### src/rnc_pkg.sv
// Constants and types for the radio network configuration and TDMA poller
package rnc_pkg;

  // Register numbers used by the configuration command port
  localparam logic [7:0] RNC_IDX_DEST_ADDR = 8'd140;
  localparam logic [7:0] RNC_IDX_RPT_PRESENT = 8'd141;
  localparam logic [7:0] RNC_IDX_SERIAL_MODE = 8'd142;
  localparam logic [7:0] RNC_IDX_RPT_NUM_SRC = 8'd143;
  localparam logic [7:0] RNC_IDX_ENC_ENABLE = 8'd159;
  localparam logic [7:0] RNC_IDX_ENC_KEY = 8'd160;
  localparam logic [7:0] RNC_IDX_ACCESS_MODE = 8'd244;
  localparam logic [7:0] RNC_IDX_TDMA_MAX_ADDR = 8'd221;
  localparam logic [7:0] RNC_IDX_TDMA_MAX_SLOTS = 8'd220;

  // Reset values
  localparam logic [15:0] RNC_RST_DEST_ADDR = 16'h0000;
  localparam logic RNC_RST_RPT_PRESENT = 1'b0;
  localparam logic [1:0] RNC_RST_SERIAL_MODE = 2'h0;
  localparam logic RNC_RST_RPT_NUM_SRC = 1'b0;
  localparam logic RNC_RST_ENC_ENABLE = 1'b0;
  localparam logic [255:0] RNC_RST_ENC_KEY = 256'h0;
  localparam logic [7:0] RNC_RST_ACCESS_MODE = 8'h00;
  localparam logic [15:0] RNC_RST_TDMA_MAX_ADDR = 16'h0006;
  localparam logic [15:0] RNC_RST_TDMA_MAX_SLOTS = 16'h000f;

  // Field encodings
  localparam logic [1:0] RNC_SER_RS232 = 2'h0;
  localparam logic [1:0] RNC_SER_RS485_HALF = 2'h1;
  localparam logic [1:0] RNC_SER_RS485_FULL = 2'h2;
  localparam logic [7:0] RNC_ACC_RTS_CTS = 8'h00;
  localparam logic [7:0] RNC_ACC_TDMA = 8'h01;
  localparam logic [7:0] RNC_ACC_ADAPTIVE = 8'h02;
  localparam logic [1:0] RNC_NET_P2MP = 2'h0;
  localparam logic [1:0] RNC_NET_P2P = 2'h1;
  localparam logic [1:0] RNC_NET_MESH = 2'h2;
  localparam logic [1:0] RNC_OP_MASTER = 2'h0;
  localparam logic [1:0] RNC_OP_REPEATER = 2'h1;
  localparam logic [1:0] RNC_OP_SLAVE = 2'h2;

  // Poll slot timing
  localparam int RNC_CLK_HZ = 100_000_000;
  localparam int RNC_SLOT_MS = 20;
  localparam int RNC_SLOT_CYCLES = RNC_CLK_HZ / 1000 * RNC_SLOT_MS;

  typedef enum logic [1:0] {
    RNC_ST_IDLE = 2'b00,
    RNC_ST_SLOT = 2'b01,
    RNC_ST_NEXT = 2'b11
  } rnc_poll_e;

endpackage

### src/rnc_config_poller.sv
// Configuration registers and TDMA poll sequencer of the radio module
// Operation
// - Auto-assigned addresses (local zero): repeater flag ignored, still written zero.
// - Repeater flag acts only on master; 0 none (reset), 1 present.
// - Serial mode: 0 RS232 (reset), 1 RS485 half, 2 RS485 full.
// - Source bit 0 (reset): repeater number from repeater index, 1 to 254.
// - Source bit 1: repeater number is GPIO[4:1] plus one, 1 to 16.
// - Encryption enable: 1 on, 0 off, off at reset.
// - Request/grant: slave asks master, sends only after grant.
// - TDMA: master allocates slots, slaves send only in their slots.
// - TDMA only in point-to-multipoint and centred mesh networks.
// - Master polls from local address plus one up to maximum poll address.
// - Slave outside poll range cannot access the network.
// - Fixed 20 ms per address, slaves served in ascending order.
// - Master-to-slave traffic never waits for polling, within one slot.
// - Adaptive mode: slots by pending data, capped by slot maximum (15).
// - Master and repeater: destination names the linked subordinate unit.
// - Point-to-point: destination auto-assigned when local address zero.
// - Point-to-point master talks only to unit matching destination.
`timescale 1ns/1ns
module rnc_config_poller
  import rnc_pkg::*;
#(
  parameter int SLOT_CYCLES = RNC_SLOT_CYCLES
) (
  input wire logic clk_sys_in,
  input wire logic rst_in,
  input wire logic cfg_wr_in,
  input wire logic cfg_rd_in,
  input wire logic [7:0] cfg_idx_in,
  input wire logic [3:0] cfg_key_word_in,
  input wire logic [15:0] cfg_wr_data_in,
  input wire logic [15:0] local_unit_address_in,
  input wire logic [1:0] network_type_in,
  input wire logic [1:0] operating_mode_in,
  input wire logic [7:0] repeater_index_in,
  input wire logic [3:0] gpio_in,
  input wire logic [15:0] auto_dest_address_in,
  input wire logic [15:0] peer_address_in,
  input wire logic [15:0] pending_slots_in,
  input wire logic rts_in,
  input wire logic downlink_req_in,
  output logic [15:0] cfg_rd_data_out,
  output logic cfg_rd_valid_out,
  output logic cfg_err_out,
  output logic repeater_present_out,
  output logic [1:0] serial_mode_out,
  output logic rs485_out,
  output logic full_duplex_out,
  output logic [7:0] repeater_number_out,
  output logic encryption_on_out,
  output logic [255:0] encryption_key_out,
  output logic [15:0] destination_out,
  output logic peer_match_out,
  output logic tdma_active_out,
  output logic [15:0] poll_address_out,
  output logic poll_slot_out,
  output logic in_poll_range_out,
  output logic cts_grant_out,
  output logic downlink_go_out
);

  logic [15:0] dest_reg, dest_next;
  logic rpt_reg, rpt_next;
  logic [1:0] ser_reg, ser_next;
  logic src_reg, src_next;
  logic enc_reg, enc_next;
  logic [255:0] key_reg, key_next;
  logic [7:0] acc_reg, acc_next;
  logic [15:0] maxaddr_reg, maxaddr_next;
  logic [15:0] maxslots_reg, maxslots_next;
  logic [15:0] rd_data_reg, rd_data_next;
  logic rd_valid_reg, rd_valid_next;
  logic err_reg, err_next;

  // Register write and read port
  always_comb begin
    dest_next = dest_reg;
    rpt_next = rpt_reg;
    ser_next = ser_reg;
    src_next = src_reg;
    enc_next = enc_reg;
    key_next = key_reg;
    acc_next = acc_reg;
    maxaddr_next = maxaddr_reg;
    maxslots_next = maxslots_reg;
    rd_data_next = 16'h0000;
    rd_valid_next = cfg_rd_in;
    err_next = 1'b0;
    if (cfg_wr_in) begin
      unique case (cfg_idx_in)
        RNC_IDX_DEST_ADDR: dest_next = cfg_wr_data_in;
        RNC_IDX_RPT_PRESENT: rpt_next = cfg_wr_data_in[0];
        RNC_IDX_SERIAL_MODE: begin
          // Code 3 is not a mode; keep the old one
          if (cfg_wr_data_in[1:0] != 2'h3) begin
            ser_next = cfg_wr_data_in[1:0];
          end else begin
            err_next = 1'b1;
          end
        end
        RNC_IDX_RPT_NUM_SRC: src_next = cfg_wr_data_in[0];
        RNC_IDX_ENC_ENABLE: enc_next = cfg_wr_data_in[0];
        RNC_IDX_ENC_KEY: key_next[cfg_key_word_in*16 +: 16] = cfg_wr_data_in;
        RNC_IDX_ACCESS_MODE: acc_next = cfg_wr_data_in[7:0];
        RNC_IDX_TDMA_MAX_ADDR: maxaddr_next = cfg_wr_data_in;
        RNC_IDX_TDMA_MAX_SLOTS: maxslots_next = cfg_wr_data_in;
        default: err_next = 1'b1;
      endcase
    end else if (cfg_rd_in) begin
      unique case (cfg_idx_in)
        RNC_IDX_DEST_ADDR: rd_data_next = dest_reg;
        RNC_IDX_RPT_PRESENT: rd_data_next = {15'h0, rpt_reg};
        RNC_IDX_SERIAL_MODE: rd_data_next = {14'h0, ser_reg};
        RNC_IDX_RPT_NUM_SRC: rd_data_next = {15'h0, src_reg};
        RNC_IDX_ENC_ENABLE: rd_data_next = {15'h0, enc_reg};
        RNC_IDX_ENC_KEY: rd_data_next = key_reg[cfg_key_word_in*16 +: 16];
        RNC_IDX_ACCESS_MODE: rd_data_next = {8'h00, acc_reg};
        RNC_IDX_TDMA_MAX_ADDR: rd_data_next = maxaddr_reg;
        RNC_IDX_TDMA_MAX_SLOTS: rd_data_next = maxslots_reg;
        default: err_next = 1'b1;
      endcase
    end
  end

  always_ff @(posedge clk_sys_in or posedge rst_in) begin
    if (rst_in) begin
      dest_reg <= RNC_RST_DEST_ADDR;
      rpt_reg <= RNC_RST_RPT_PRESENT;
      ser_reg <= RNC_RST_SERIAL_MODE;
      src_reg <= RNC_RST_RPT_NUM_SRC;
      enc_reg <= RNC_RST_ENC_ENABLE;
      key_reg <= RNC_RST_ENC_KEY;
      acc_reg <= RNC_RST_ACCESS_MODE;
      maxaddr_reg <= RNC_RST_TDMA_MAX_ADDR;
      maxslots_reg <= RNC_RST_TDMA_MAX_SLOTS;
      rd_data_reg <= 16'h0000;
      rd_valid_reg <= 1'b0;
      err_reg <= 1'b0;
    end else begin
      dest_reg <= dest_next;
      rpt_reg <= rpt_next;
      ser_reg <= ser_next;
      src_reg <= src_next;
      enc_reg <= enc_next;
      key_reg <= key_next;
      acc_reg <= acc_next;
      maxaddr_reg <= maxaddr_next;
      maxslots_reg <= maxslots_next;
      rd_data_reg <= rd_data_next;
      rd_valid_reg <= rd_valid_next;
      err_reg <= err_next;
    end
  end

  // Derived network settings
  logic is_master, is_p2p, auto_addr, tdma_mode, tdma_ok;
  logic [15:0] poll_first;
  logic [15:0] dest_eff;
  logic in_range;

  assign is_master = (operating_mode_in == RNC_OP_MASTER);
  assign is_p2p = (network_type_in == RNC_NET_P2P);
  assign auto_addr = is_p2p && (local_unit_address_in == 16'h0000);
  assign tdma_mode = (acc_reg == RNC_ACC_TDMA) || (acc_reg == RNC_ACC_ADAPTIVE);
  assign tdma_ok = tdma_mode && !is_p2p;
  assign poll_first = local_unit_address_in + 16'h0001;
  assign dest_eff = auto_addr ? auto_dest_address_in : dest_reg;
  // Slave checks its own address against the maximum poll address only; the lower compare is against itself and always holds
  assign in_range = (local_unit_address_in >= poll_first - 16'h0001) &&
                    (local_unit_address_in <= maxaddr_reg);

  // Repeater number: GPIO value caught once after reset release
  logic [3:0] gpio_cap_reg, gpio_cap_next;
  logic cap_done_reg, cap_done_next;
  logic [7:0] rpt_num;

  always_comb begin
    gpio_cap_next = gpio_cap_reg;
    cap_done_next = 1'b1;
    if (!cap_done_reg) begin
      gpio_cap_next = gpio_in;
    end
  end

  always_ff @(posedge clk_sys_in or posedge rst_in) begin
    if (rst_in) begin
      gpio_cap_reg <= 4'h0;
      cap_done_reg <= 1'b0;
    end else begin
      gpio_cap_reg <= gpio_cap_next;
      cap_done_reg <= cap_done_next;
    end
  end

  assign rpt_num = src_reg ? ({4'h0, gpio_cap_reg} + 8'h01)
                           : repeater_index_in;

  // TDMA poll sequencer
  rnc_poll_e st_reg, st_next;
  logic [15:0] addr_reg, addr_next;
  logic [15:0] left_reg, left_next;
  logic [31:0] tmr_reg, tmr_next;
  logic slot_end;
  logic [15:0] grant_slots;

  assign slot_end = (tmr_reg == 32'(SLOT_CYCLES - 1));

  always_comb begin
    // Adaptive allotment, at least one, above the cap only when the cap is zero
    if (acc_reg != RNC_ACC_ADAPTIVE) begin
      grant_slots = 16'h0001;
    end else if (pending_slots_in > maxslots_reg) begin
      grant_slots = maxslots_reg;
    end else if (pending_slots_in == 16'h0000) begin
      grant_slots = 16'h0001;
    end else begin
      grant_slots = pending_slots_in;
    end
    if (grant_slots == 16'h0000) begin
      grant_slots = 16'h0001;
    end
  end

  always_comb begin
    st_next = st_reg;
    addr_next = addr_reg;
    left_next = left_reg;
    tmr_next = 32'h0000_0000;
    if (!(tdma_ok && is_master) || poll_first > maxaddr_reg) begin
      st_next = RNC_ST_IDLE;
    end else begin
      unique case (st_reg)
        RNC_ST_IDLE: begin
          st_next = RNC_ST_SLOT;
          addr_next = poll_first;
          left_next = grant_slots;
        end
        RNC_ST_SLOT: begin
          tmr_next = tmr_reg + 32'h0000_0001;
          if (slot_end) begin
            tmr_next = 32'h0000_0000;
            left_next = left_reg - 16'h0001;
            if (left_reg == 16'h0001) begin
              st_next = RNC_ST_NEXT;
            end
          end
        end
        RNC_ST_NEXT: begin
          st_next = RNC_ST_SLOT;
          left_next = grant_slots;
          if (addr_reg >= maxaddr_reg) begin
            addr_next = poll_first;
          end else begin
            addr_next = addr_reg + 16'h0001;
          end
        end
        default: st_next = RNC_ST_IDLE;
      endcase
    end
  end

  always_ff @(posedge clk_sys_in or posedge rst_in) begin
    if (rst_in) begin
      st_reg <= RNC_ST_IDLE;
      addr_reg <= 16'h0000;
      left_reg <= 16'h0000;
      tmr_reg <= 32'h0000_0000;
    end else begin
      st_reg <= st_next;
      addr_reg <= addr_next;
      left_reg <= left_next;
      tmr_reg <= tmr_next;
    end
  end

  // Registered outputs
  logic [7:0] rpt_num_q;
  logic rpt_q, rs485_q, fdx_q, match_q, tdma_q, slot_q, range_q, cts_q, dl_q;
  logic [15:0] dest_q, paddr_q;

  always_ff @(posedge clk_sys_in or posedge rst_in) begin
    if (rst_in) begin
      rpt_q <= 1'b0;
      rs485_q <= 1'b0;
      fdx_q <= 1'b0;
      rpt_num_q <= 8'h00;
      dest_q <= 16'h0000;
      match_q <= 1'b0;
      tdma_q <= 1'b0;
      paddr_q <= 16'h0000;
      slot_q <= 1'b0;
      range_q <= 1'b0;
      cts_q <= 1'b0;
      dl_q <= 1'b0;
    end else begin
      rpt_q <= rpt_reg && is_master && !auto_addr;
      rs485_q <= (ser_reg != RNC_SER_RS232);
      fdx_q <= (ser_reg == RNC_SER_RS485_FULL);
      rpt_num_q <= rpt_num;
      dest_q <= dest_eff;
      // Point-to-point master serves only its destination
      match_q <= !(is_p2p && is_master) || (peer_address_in == dest_eff);
      tdma_q <= tdma_ok;
      paddr_q <= addr_reg;
      slot_q <= (st_reg == RNC_ST_SLOT);
      range_q <= in_range;
      cts_q <= is_master && !tdma_mode && rts_in;
      // Downlink goes at once, without waiting for its poll turn
      dl_q <= is_master && downlink_req_in;
    end
  end

  assign cfg_rd_data_out = rd_data_reg;
  assign cfg_rd_valid_out = rd_valid_reg;
  assign cfg_err_out = err_reg;
  assign repeater_present_out = rpt_q;
  assign serial_mode_out = ser_reg;
  assign rs485_out = rs485_q;
  assign full_duplex_out = fdx_q;
  assign repeater_number_out = rpt_num_q;
  assign encryption_on_out = enc_reg;
  assign encryption_key_out = key_reg;
  assign destination_out = dest_q;
  assign peer_match_out = match_q;
  assign tdma_active_out = tdma_q;
  assign poll_address_out = paddr_q;
  assign poll_slot_out = slot_q;
  assign in_poll_range_out = range_q;
  assign cts_grant_out = cts_q;
  assign downlink_go_out = dl_q;

endmodule

### config.mk
export PLATFORM = sky130hd
export DESIGN_NAME = rnc_config_poller
export DESIGN_NICKNAME = d
export VERILOG_FILES = /design/src/rnc_pkg.sv /design/src/rnc_config_poller.sv
export SDC_FILE = /design/constraint.sdc
export NUM_CORES = 1
export LEC_CHECK = 0
export BUFFER_PORTS_ARGS = -buffer_cell sky130_fd_sc_hd__buf_2
export CORE_MARGIN = 2
export CORE_UTILIZATION = 30
export DETAILED_ROUTE_END_ITERATION = 10
export REMOVE_ABC_BUFFERS = 1
export SLEW_MARGIN = 20
export SYNTH_ARGS = -nofsm -noshare
export SYNTH_HDL_FRONTEND = slang
export SYNTH_SLANG_ARGS = --single-unit
export TNS_END_PERCENT = 100
### constraint.sdc
create_clock -name clk_sys_in -period 33.7 [get_ports clk_sys_in]
set_clock_uncertainty 0.05 [all_clocks]
set_input_delay 1.685 -clock clk_sys_in [delete_from_list [all_inputs] [get_ports clk_sys_in]]
set_output_delay 1.685 -clock clk_sys_in [all_outputs]
set_load 0.005 [all_outputs]
==> results.md <==
- Synth warn: 0
- PwrDens: 44.4 nW/um^2
- Clock Tree Buf Depth: 3
- Area share of the largest cell type after synthesis: 0.463
- Slowest CP cell: a221oi_2
- Total Routing Usage GR: 0.220
- Root buf cell: clkbuf_16
- Final Worst Setup Slack: 28.73 ns
- # clock sinks: 455
- Period utilisation layout: 0.147
- Ys flop type: dfrtp_1
- Yosys reg bits: 455
- Worst EP arrival: 5.46 ns
- Reg2reg start: maxaddr_reg[2]
- Worst slew margin: 0.274
- Avg Inst Size Synth: 9.68 sq um
- Critical path startpoint category: input port
- Port bufs: 439
- DRT Pass-1 Iters: 7
- Initial Utilization: 0.302
- Number of flops mapped to enable cells by yosys: 0
- Reg-to-reg slack, setup: 30.09 ns
- Leakage power figure: 13.4 nW
- Design area: between 20,000 and 30,000 sq um
- Required @ worst endpoint: 34.19 ns
- Cell Area, Placed: 27,400 sq um
- CTS buffer count: 52
- Worst Hold Path EP: poll_address_out[10]
- # setup viols final: 0
- Largest net degree at the start of global routing: between 100 and 150
- Max reg flops: ~260
- Hold buffers post-CTS: 0
- Pre-CTS setup slack: around 28 ns
- Fin nets: 3,074
- Worst Hold Launch: addr_reg[10]
- Gpl congestion: ~0.9
- Vias in the first global route: 20,000
- DRC violations left: 0
- Vert. Die Dim: 288 um
- Final core occ: 0.364
- Vias per inst: 5.17
- Post-layout minimum cycle time: around 5 ns
- PostCTS Resize Cnt: 0
- Die area: 83,200 sq um
- Largest stage delay on the critical path: 0.56 ns
- Via Count: 20,500
- Synth area leader: dfrtp_1
- GR Overflow Total: 0
- Max frequency: 201 MHz
- Sequential area share after synthesis: 0.470
- HPWL Detailed: 68.1 mm
- R2R depth: 11
- Hold WC Path Type: register to register
- CP cell instances: buf_2 -> ha_1 -> nand4_2 -> nor2_1 -> xor2_1 -> ha_1 -> nand2b_1 -> nand3_1 -> or4_1 -> nand3_2 -> nor2_1 -> a221oi_2 -> nor2_1 -> a21boi_1 -> mux2i_1
- Die Wd: 288 um
- Top cells by area, synth: dfrtp_1, nand2_1, mux4_2
- Antenna-violating nets left: 0
- Most frequent cells after synthesis: nand2_1, dfrtp_1, o21ai_0, nor2_1, clkbuf_1
- Clk slew on worst S/H paths: 0.06 ns
- Final hold violation count: 0
- Setup crit end kind: register
- Slew @ Worst Pin: 1.09 ns
- CTS tree: yes
- Hold Crit Depth: 0
- Drt total wl: 93.4 mm
- Setup bufs post-CTS: 0
- I/O pin cnt: 440
- FFs w/ async S/R, synth: 1.00
- Most frequent CP cell: nor2_1
- Max cap viols: 0
- Status: complete, no violations
- Fillers: roughly 8,100
- Initial antenna violation count: 18
- Critical path class: input port to register
- TNS Setup: 0 ns
- Avg WL per Cell: 23.5 um
- Slew Viols, Final: 0
- Syn Inst Count: 2,506
- DRT iter0 DRCs: 1,689
- Unrepaired setup endpoints after global routing: no
- Total power: 1.30 mW
- # H-tree levels: 2
- Crit-path max FO: 8
- Worst reg2reg path endpoint: tmr_reg[17]
- Most common cell in the synthesized netlist: nand2_1
- WP buf/inv: 1
- Synth cell types: 90
- Share of cells above drive strength 1: 0.265
- Syn Std Cell Area: approximately 24,000 sq um
- # rows: 104
- Core area: 80,300 sq um
- Synthesis-to-finish area growth: 20.5%
- Clk Latency, worst-skew pair: 0.65 ns
- First-pass GRT wire length: 136 mm
- Top Family by Delay on Critical Path: simple AND/OR/NAND/NOR gates
- Worst VDD drop: approximately 0.042 mV
[through the flow]
| stage | hold WS (ns) | instances |
|---|---|---|
| floorplan | 0.342 | 2351 |
| global placement | 0.397 | 3877 |
| detailed placement | 0.395 | 3877 |
| CTS | 0.403 | 3972 |
| global route | 0.429 | 3974 |
| finish | 0.400 | 3975 |
[kinds of logic after synthesis]
| family | Yosys count | synth area share |
|---|---|---|
| buffers and inverters | 213 | 0.0351 |
| AO/OA/AOI/OAI | 494 | 0.119 |
| multiplexers | 183 | 0.121 |
| other | 1 | 0.000155 |
| XOR/XNOR | 79 | 0.0296 |
| adder cells (fa/ha/maj) | 87 | 0.0449 |
| flip-flops | 455 | 0.470 |
| AND/OR/NAND/NOR | 994 | 0.181 |
[how the worst max path moves through the flow]
stage,slack (ns),cells after the start,startpoint,end
4_1_cts,28.47,9,cfg_key_word_in[1],encryption_key_out[69]
5_1_grt,28.41,14,local_unit_address_in[2],left_reg[1]
2_1_floorplan,19.29,1,rst_in,acc_reg[0]
6_report,28.73,15,local_unit_address_in[0],left_reg[0]
3_3_place_gp,27.86,10,cfg_key_word_in[1],encryption_key_out[78]
3_5_place_dp,27.79,10,cfg_key_word_in[1],encryption_key_out[71]
[where the power goes]
group	internal, mW	switching [mW]	leakage, nW	total (mW)
clock network	0.338	0.255	0.840	0.593
logic	0.0478	0.0819	6.28	0.130
registers	0.561	0.0153	6.25	0.576
[cell type report]
| cell class | instances | area (sq um) | share of cell area |
|---|---|---|---|
| Multi-Input combinational cell | 1838 | 12100 | 0.414 |
| Timing Repair Buffer | 468 | 2430 | 0.0830 |
| Inverter | 58 | 225 | 0.00770 |
| Sequential cell | 455 | 11400 | 0.390 |
| Clock buffer | 73 | 1470 | 0.0503 |
| Tap cell | 1060 | 1330 | 0.0453 |
| Antenna cell | 1 | 2.50 | 0.0000856 |
| Clock inverter | 22 | 304 | 0.0104 |
[routing by layer]
metal	vias to the layer above	wire, um	GRT usage
met5	-	102	0
met4	16	3010	0.0683
met3	153	8590	0.0648
met2	823	44600	0.364
met1	10100	37000	0.278
li1	9481	-	-
[placed cells by master (no fill, tap or decap), types with 7 or more instances in the layout]
| master | n |
|---|---|
| nand3_1 | 45 |
| o21ai_1 | 8 |
| a31oi_1 | 12 |
| a211oi_1 | 7 |
| nor2b_1 | 11 |
| a21oi_1 | 71 |
| nor2_1 | 139 |
| and3_1 | 18 |
| ha_1 | 87 |
| nand4_1 | 26 |
| inv_1 | 56 |
| a21o_1 | 15 |
| xor2_1 | 46 |
| nor3_1 | 24 |
| mux2_2 | 84 |
| clkinvlp_4 | 7 |
| o21a_1 | 12 |
| a222oi_1 | 10 |
| buf_2 | 438 |
| clkbuf_16 | 52 |
| xnor2_1 | 31 |
| nor4_1 | 22 |
| nand2b_1 | 11 |
| clkbuf_8 | 9 |
| a22oi_1 | 13 |
| buf_4 | 27 |
| and2_1 | 8 |
| mux2i_1 | 19 |
| clkbuf_1 | 12 |
| or2_2 | 8 |
| nand2_1 | 618 |
| mux4_2 | 80 |
| o21ai_0 | 294 |
| dfrtp_1 | 449 |
Power figures use the tool's default switching activity.
